$ cat src/psms_pkg.sv
// Purpose: Constants and types for power and system management signals
// Assumes: 200 MHz standby clock, inputs synchronous to it
// Notes: Event pulses go to the system-side controller
//
// Summary of operation
// - A power button low for 16 ms brings the system out of soft-off.
// - The reset button is edge triggered and never holds reset while low.
// - Button, bad supply, low input, watchdog or software pull carrier reset.
// - Pending-low-power goes low shortly before a low-power state.
// - Suspend-to-RAM output is low while the system is in suspend-to-RAM.
// - Suspend-to-disk and soft-off share one signal, low in either state.
// - A low PCI Express wake request input asks the system to wake.
// - A low general purpose wake input asks the system to wake.
// - A low battery-weak input is reported as a status.
// - A cover switch low for 16 ms is reported as a lid event.
// - A doze button low for 16 ms is reported as a sleep event.
// - A low over-temperature input is treated as a thermal event.
// - Thermal shutdown goes low once the processor is in thermal shutdown.
// - A low management bus alert can raise a management interrupt.
package psms_pkg;
  // ****************************************
  // Timing
  // ****************************************
  localparam int CLK_MHZ = 200;
  localparam int PRESS_MS = 16;
  localparam int PRESS_CYC = PRESS_MS * 1000 * CLK_MHZ;
  localparam int GLITCH_NS = 1000;
  localparam int GLITCH_CYC = GLITCH_NS * CLK_MHZ / 1000;
  localparam int PEND_NS = 1000;
  localparam int PEND_CYC = PEND_NS * CLK_MHZ / 1000;
  localparam int RST_NS = 1000;
  localparam int RST_CYC = RST_NS * CLK_MHZ / 1000;
  localparam int NUM_IN = 9;
  // Input index positions
  localparam int IX_PWRB = 0;
  localparam int IX_RSTB = 1;
  localparam int IX_PCIW = 2;
  localparam int IX_GENW = 3;
  localparam int IX_BATT = 4;
  localparam int IX_LID = 5;
  localparam int IX_DOZE = 6;
  localparam int IX_TEMP = 7;
  localparam int IX_ALRT = 8;

  typedef enum logic [4:0] {
    PSMS_ON = 5'h01,
    PSMS_PEND = 5'h02,
    PSMS_RAM = 5'h04,
    PSMS_DISK = 5'h08,
    PSMS_OFF = 5'h10
  } psms_state_type;

  typedef enum logic [1:0] {
    PSMS_TGT_RAM = 2'h0,
    PSMS_TGT_DISK = 2'h1,
    PSMS_TGT_OFF = 2'h2
  } psms_target_type;

  typedef struct packed {
    logic power_button;
    logic reset_button;
    logic pcie_wake;
    logic general_wake;
    logic lid;
    logic doze;
    logic overtemp;
  } psms_event_type;

  typedef struct packed {
    logic battery_weak;
    logic overtemp;
    logic alert;
    logic supply_good;
  } psms_status_type;
endpackage : psms_pkg

$ cat src/psms_top.sv
// Purpose: Power/system management pin logic of a module
// Assumes: All pins synchronous to i_mclk; active-low pins pulled up
// Notes: Event outputs are one-cycle pulses toward system firmware
`timescale 1ns/1ps
module psms_top
  import psms_pkg::*;
#(
  parameter int PRESS_CYCLES = PRESS_CYC,
  parameter int GLITCH_CYCLES = GLITCH_CYC
) (
  input wire logic i_mclk,
  input wire logic i_reset,
  input wire logic i_power_button_in_n,
  input wire logic i_reset_button_in_n,
  input wire logic i_supply_good_in,
  input wire logic i_main_supply_low,
  input wire logic i_watchdog_timeout,
  input wire logic i_sw_reset_req,
  input wire logic i_pcie_rouse_req_n,
  input wire logic i_general_rouse_req_n,
  input wire logic i_battery_weak_n,
  input wire logic i_lid_in_n,
  input wire logic i_doze_in_n,
  input wire logic i_overtemp_in_n,
  input wire logic i_mgmt_bus_alert_n,
  input wire logic i_alert_irq_en,
  input wire logic i_cpu_thermal_trip,
  input wire logic i_sleep_req,
  input wire logic [1:0] i_sleep_target,
  output logic o_carrier_reset_out_n,
  output logic o_low_power_pending_n,
  output logic o_suspend_ram_n,
  output logic o_suspend_disk_n,
  output logic o_soft_off_n,
  output logic o_thermal_shutdown_out_n,
  output logic o_mgmt_interrupt,
  output psms_event_type o_events,
  output psms_status_type o_status
);
  localparam int PW = $clog2(PRESS_CYCLES + 2);
  localparam int PCW = $clog2(PEND_CYC + 1);
  localparam int RCW = $clog2(RST_CYC + 1);

  // ****************************************
  // Input synchronisers and filters
  // ****************************************
  logic [NUM_IN-1:0] raw_in;
  logic [NUM_IN-1:0] sync1_r;
  logic [NUM_IN-1:0] sync2_r;
  logic [NUM_IN-1:0] filt_low_r;
  logic [NUM_IN-1:0] long_low_r;
  logic [NUM_IN-1:0] long_low_d_r;

  assign raw_in = {i_mgmt_bus_alert_n, i_overtemp_in_n, i_doze_in_n,
                   i_lid_in_n, i_battery_weak_n, i_general_rouse_req_n,
                   i_pcie_rouse_req_n, i_reset_button_in_n,
                   i_power_button_in_n};

  always_ff @(posedge i_mclk or posedge i_reset) begin
    if (i_reset) begin
      sync1_r <= '1;
      sync2_r <= '1;
    end else begin
      sync1_r <= raw_in;
      sync2_r <= sync1_r;
    end
  end

  // Short filter for level inputs, press counter for button inputs
  genvar gi;
  generate
    for (gi = 0; gi < NUM_IN; gi++) begin : g_filt
      logic [PW-1:0] cnt_r;
      always_ff @(posedge i_mclk or posedge i_reset) begin
        if (i_reset) begin
          cnt_r <= '0;
          filt_low_r[gi] <= 1'b0;
          long_low_r[gi] <= 1'b0;
        end else begin
          if (sync2_r[gi]) begin
            cnt_r <= '0;
          end else if (cnt_r != PW'(PRESS_CYCLES)) begin
            cnt_r <= cnt_r + PW'(1);
          end
          // Glitches shorter than the filter never reach the system
          filt_low_r[gi] <= (cnt_r >= PW'(GLITCH_CYCLES));
          long_low_r[gi] <= (cnt_r >= PW'(PRESS_CYCLES) - PW'(1));
        end
      end
    end
  endgenerate

  always_ff @(posedge i_mclk or posedge i_reset) begin
    if (i_reset) begin
      long_low_d_r <= '0;
    end else begin
      long_low_d_r <= long_low_r;
    end
  end

  // Rising edge of qualified press: one event per press
  logic [NUM_IN-1:0] press_evt;
  logic [NUM_IN-1:0] filt_low_d_r;
  assign press_evt = long_low_r & ~long_low_d_r;

  always_ff @(posedge i_mclk or posedge i_reset) begin
    if (i_reset) begin
      filt_low_d_r <= '0;
    end else begin
      filt_low_d_r <= filt_low_r;
    end
  end

  // ****************************************
  // Sleep state machine
  // ****************************************
  psms_state_type state_r;
  psms_state_type state_nxt;
  logic [1:0] target_r;
  logic [PCW-1:0] pend_cnt_r;
  logic rouse;

  assign rouse = press_evt[IX_PCIW] | press_evt[IX_GENW]
               | (filt_low_r[IX_PCIW] & ~filt_low_d_r[IX_PCIW])
               | (filt_low_r[IX_GENW] & ~filt_low_d_r[IX_GENW]);

  always_comb begin
    state_nxt = state_r;
    unique case (state_r)
      PSMS_ON: begin
        if (i_sleep_req) begin
          state_nxt = PSMS_PEND;
        end
      end
      PSMS_PEND: begin
        // Pending warning lasts PEND_CYC + 1 cycles before the state is entered
        if (pend_cnt_r == '0) begin
          unique case (target_r)
            2'h0: state_nxt = PSMS_RAM;
            2'h1: state_nxt = PSMS_DISK;
            default: state_nxt = PSMS_OFF;
          endcase
        end
      end
      PSMS_RAM, PSMS_DISK: begin
        if (rouse || press_evt[IX_PWRB] || press_evt[IX_DOZE]) begin
          state_nxt = PSMS_ON;
        end
      end
      PSMS_OFF: begin
        // Only the power button or a wake request leave soft-off
        if (press_evt[IX_PWRB] || rouse) begin
          state_nxt = PSMS_ON;
        end
      end
    endcase
  end

  always_ff @(posedge i_mclk or posedge i_reset) begin
    if (i_reset) begin
      state_r <= PSMS_ON;
      target_r <= PSMS_TGT_RAM;
      pend_cnt_r <= '0;
    end else begin
      state_r <= state_nxt;
      if (state_r == PSMS_ON && i_sleep_req) begin
        target_r <= i_sleep_target;
        pend_cnt_r <= PCW'(PEND_CYC);
      end else if (pend_cnt_r != '0) begin
        pend_cnt_r <= pend_cnt_r - PCW'(1);
      end
    end
  end

  // ****************************************
  // Carrier reset
  // ****************************************
  // Reset button only starts a fixed pulse, so a stuck button cannot hold it
  logic [RCW-1:0] rst_cnt_r;
  always_ff @(posedge i_mclk or posedge i_reset) begin
    if (i_reset) begin
      rst_cnt_r <= '0;
    end else if (press_evt[IX_RSTB] || i_watchdog_timeout
                 || i_sw_reset_req) begin
      rst_cnt_r <= RCW'(RST_CYC);
    end else if (rst_cnt_r != '0) begin
      rst_cnt_r <= rst_cnt_r - RCW'(1);
    end
  end

  always_ff @(posedge i_mclk or posedge i_reset) begin
    if (i_reset) begin
      o_carrier_reset_out_n <= 1'b0;
    end else begin
      // Supply-good low means power not good: hold reset
      o_carrier_reset_out_n <= ~((rst_cnt_r != '0) || press_evt[IX_RSTB]
        || !i_supply_good_in || i_main_supply_low
        || i_watchdog_timeout || i_sw_reset_req);
    end
  end

  // ****************************************
  // State outputs
  // ****************************************
  always_ff @(posedge i_mclk or posedge i_reset) begin
    if (i_reset) begin
      o_low_power_pending_n <= 1'b1;
      o_suspend_ram_n <= 1'b1;
      o_suspend_disk_n <= 1'b1;
      o_soft_off_n <= 1'b1;
    end else begin
      o_low_power_pending_n <= (state_nxt != PSMS_PEND);
      o_suspend_ram_n <= (state_nxt != PSMS_RAM);
      // One common level drives both pins
      o_suspend_disk_n <= !(state_nxt == PSMS_DISK
                            || state_nxt == PSMS_OFF);
      o_soft_off_n <= !(state_nxt == PSMS_DISK
                        || state_nxt == PSMS_OFF);
    end
  end

  // ****************************************
  // Thermal, alert and reporting
  // ****************************************
  always_ff @(posedge i_mclk or posedge i_reset) begin
    if (i_reset) begin
      o_thermal_shutdown_out_n <= 1'b1;
      o_mgmt_interrupt <= 1'b0;
      o_events <= '0;
      o_status <= '0;
    end else begin
      o_thermal_shutdown_out_n <= !i_cpu_thermal_trip;
      o_mgmt_interrupt <= i_alert_irq_en & filt_low_r[IX_ALRT];
      o_events.power_button <= press_evt[IX_PWRB];
      o_events.reset_button <= press_evt[IX_RSTB];
      o_events.pcie_wake <= filt_low_r[IX_PCIW] & ~filt_low_d_r[IX_PCIW];
      o_events.general_wake <= filt_low_r[IX_GENW] & ~filt_low_d_r[IX_GENW];
      o_events.lid <= press_evt[IX_LID];
      o_events.doze <= press_evt[IX_DOZE];
      o_events.overtemp <= filt_low_r[IX_TEMP] & ~filt_low_d_r[IX_TEMP];
      o_status.battery_weak <= filt_low_r[IX_BATT];
      o_status.overtemp <= filt_low_r[IX_TEMP];
      o_status.alert <= filt_low_r[IX_ALRT];
      o_status.supply_good <= i_supply_good_in;
    end
  end
endmodule : psms_top

$ cat config.mk
export PLATFORM = sky130hd
export DESIGN_NAME = psms_top
export DESIGN_NICKNAME = d
export VERILOG_FILES = /design/src/psms_pkg.sv /design/src/psms_top.sv
export SDC_FILE = /design/constraint.sdc
export NUM_CORES = 1
export LEC_CHECK = 0
export ABC_AREA = 1
export BUFFER_PORTS_ARGS = -buffer_cell sky130_fd_sc_hd__buf_2
export CAP_MARGIN = 15
export CORE_ASPECT_RATIO = 1.2
export CORE_MARGIN = 10
export CORE_UTILIZATION = 41
export DETAILED_ROUTE_END_ITERATION = 7
export GPL_TIMING_DRIVEN = 0
export MAX_ROUTING_LAYER = met4
export PLACE_DENSITY = 0.57
export SLEW_MARGIN = 20
export SYNTH_ARGS = -nofsm -noshare
export SYNTH_HDL_FRONTEND = slang
export SYNTH_SLANG_ARGS = --single-unit
$ cat constraint.sdc
create_clock -name i_mclk -period 7.8 [get_ports i_mclk]
set_input_delay 0.39 -clock i_mclk [delete_from_list [all_inputs] [get_ports i_mclk]]
set_output_delay 0.39 -clock i_mclk [all_outputs]
set_load 0.02 [all_outputs]
==> qor.csv <==
metric,value,unit
RePlAce Congestion,0.906,
ys flop type,dfrtp_1,
worst r2r dst,g_filt[7].cnt_r[16],
WHS Path Cells,3,
Final WS setup,5920,ps
DP Worst Slack,5930,ps
initial antenna violation count,0,
CP Launch Type,register,
layout cells sized above 1,0.0987,
total grt overflow,0,
Routed wire per std cell,13.1,um
Worst Path Max Fanout,5,
Critical Path Most Common Cell,nor2_1,
CP required,8240,ps
row count,74,
critical path type,register to register,
clock tree buffer depth,3,
Resize count post-CTS,0,
"slowest stage delay, CP",410,ps
TritonCTS Buffers,31,
Netlist Area Pre-Place,14300,sq um
# Post-CTS Setup Buffers,0,
drt pass-1 iters,5,
crit end category,register,
hold slack,82.9,ps
Root Driver,clkbuf_16,
Peak VDD IR,152,uV
final setup vio count,0,
largest net degree at the start of global routing,33,
H-tree depth,1,
synthesized area per cell,7.84,sq um
Critical Path End,g_filt[7].cnt_r[16],
crit path launch,g_filt[7].cnt_r[0],
Max Cap Viol,0,
io pins,38,
critical-path cell list,ha_1 > nand2_1 > nor2_1 > nand2_1 > nor2_1 > nand4_1 > xor2_1 > nor2_1,
"Hold Vio Cnt, Final",0,
Starting Density,0.419,
final net count,1962,
shortest period the worst path allows,1880,ps
"Seq/Total Area, Yosys",0.482,
setup_tns,0,ps
slew margin rel.,0.641,
fillcell total,3394,
DR iter-0 viols,706,
Slowest cell on crit path,dfrtp_1,
FF-to-FF setup slack,5920,ps
DRC,0,
clk slew on worst S/H paths,60,ps
reg2reg path depth,8,
DR vias/cell,5.00,
vias in the first global route,11900,
status,"finished, final reports clean",
Fmax,532,MHz
P per Cell Area,196,nW/um^2
Layout area overhead,14.6,%
Tcrit/Tclk final,0.241,
RSZ-0062 raised after global routing,no,
Post-Syn Instances,1829,
"EDFF count, synth",0,
DP HPWL,23400,um
CTS tree,built,
overall power,3220,uW
arrival time worst endpoint,2320,ps
clock skew,9.06,ps
Core Area,34300,sq um
HP Class,primary input to register,
worst flop-to-flop path startpoint,g_filt[7].cnt_r[0],
Yosys top cell area share,0.440,
post-synthesis cell type count,45,
aggregate global-route resource usage,0.154,
Worst-Margin Slew,538,ps
die span in y,225,um
die area,42900,sq um
ANT nets after route,0,
Final Max Tran Viols,0,
Yosys reg bits,275,
Worst-Skew Late Latency,570,ps
top cell type by total area after synthesis,dfrtp_1,
Clock Sinks,275,
"FFs w/ async S/R, synth",1.00,
Synth Warn #,0,
Area contributors post-synth,"dfrtp_1 (44%), nand2_1 (8.6%), nor2_1 (7.9%)",
Static Leak,0.00750,uW
via count,12000,
final wirelength,31600,um
syn nets,1869,
DIE WIDTH,191,um
global-route wire length before repair,55400,um
I/O Buffers,37,
[critical path, delay by kind of cell (launching register included)]
kind | cells | cell delay (ps)
DFF | 1 | 410
and+or+nand+nor | 6 | 940
xor gates and xnor gates | 1 | 180
adders and majority gates | 1 | 210
[final cells by class]
cell class | count | area, sq um | area share
Tap cell | 456 | 571 | 0.0347
Multi-Input combinational cell | 1275 | 6360 | 0.387
Antenna cell | 1 | 2.50 | 0.000152
Sequential cell | 275 | 6910 | 0.420
Inverter | 254 | 957 | 0.0582
Buffer | 25 | 114 | 0.00693
Timing Repair Buffer | 60 | 505 | 0.0308
Clock inverter | 9 | 51.3 | 0.00312
Clock buffer | 48 | 960 | 0.0584
[cell usage after synthesis (2+ instances only)]
cell	instances
nand2_1	328
clkbuf_1	17
nor4b_1	2
buf_2	3
nand3_2	7
nand2_2	9
or2_2	9
nor2_2	20
o21ai_0	85
nor4_1	20
nor2_4	5
o31ai_1	4
nand3_1	108
ha_1	20
nor2_1	302
a311oi_1	2
a31oi_1	9
nor3b_1	7
nor3_4	2
nor3_2	7
o22ai_1	2
dfstp_2	23
inv_1	252
o21a_1	4
nand3b_1	3
a21oi_1	104
dfrtp_1	252
nor3_1	76
o2111ai_1	2
a211oi_1	7
xnor2_1	12
inv_2	2
buf_4	4
nand4_1	64
xor2_1	46
[report_power, final]
group,total (uW),internal [uW],switching (uW)
sequential,1530,1490,41.8
combinational,276,98.2,178
clock,1420,839,579
total,3220,2420,799
[state kept, by name (all words and copies together), names as in the netlist, 2 cells and up]
signal        flops
filt_low_d_r      4
filt_low_r        5
g_filt.cnt_r    198
long_low_d_r      6
long_low_r        6
o_events          7
o_status          2
pend_cnt_r        8
rst_cnt_r         8
state_r           5
sync1_r           9
sync2_r           9
target_r          2
[placed cells by master (no fill, tap or decap), drive strengths merged, types with 8 or more instances in the layout]
master,n
ha,20
o21ai,85
xor2,46
clkinv,8
nand3,115
nor3,85
clkbuf,66
nand4,64
xnor2,12
dfrtp,252
a21oi,104
dlygate4sd3,14
inv,253
buf,53
or2,9
dfstp,23
nor2,327
a31oi,9
nand2,337
nor4,21
[stage by stage]
step           cell area [sq um]   util  cells
3_5_place_dp               15300  0.446   2331
4_1_cts                    16400  0.480   2402
2_1_floorplan              14300      -   1829
6_report                   16400  0.480   2403
3_3_place_gp               15100  0.441   2322
5_1_grt                    16400  0.480   2402
[routing by layer]
layer | up-vias | track usage | share of wire
li1 | 6151 | - | -
met1 | 5653 | 0.192 | 0.47
met2 | 165 | 0.253 | 0.47
met3 | 48 | 0.0220 | 0.039
met4 | 0 | 0.0486 | 0.022
met5 | - | - | 0
[repair_timing]
item                                    4_1_cts  5_1_grt
endpoints found under the setup margin        0        0
hold endpoints to repair                     27        0
hold buffers                                 14        0
[worst min-delay path by stage]
stage / start / endpoint / slack (ps)
after floorplan: filt_low_r[4] / filt_low_d_r[4] / 330
after global placement: filt_low_r[4] / filt_low_d_r[4] / 330
after detailed placement: filt_low_r[4] / filt_low_d_r[4] / 340
after CTS: i_sleep_target[1] / target_r[1] / 50
after global routing: i_sleep_target[0] / target_r[0] / 90
final: i_sleep_target[1] / target_r[1] / 80
[logic make-up after synthesis]
logic type / after synthesis / share of synthesized area
compound gates: 224 / 0.0839
xor+xnor: 58 / 0.0354
fa+ha+maj: 20 / 0.0174
buf+inv: 279 / 0.0744
flops: 275 / 0.482
simple gates: 973 / 0.307
No activity file was read; power rests on OpenSTA's default activity.
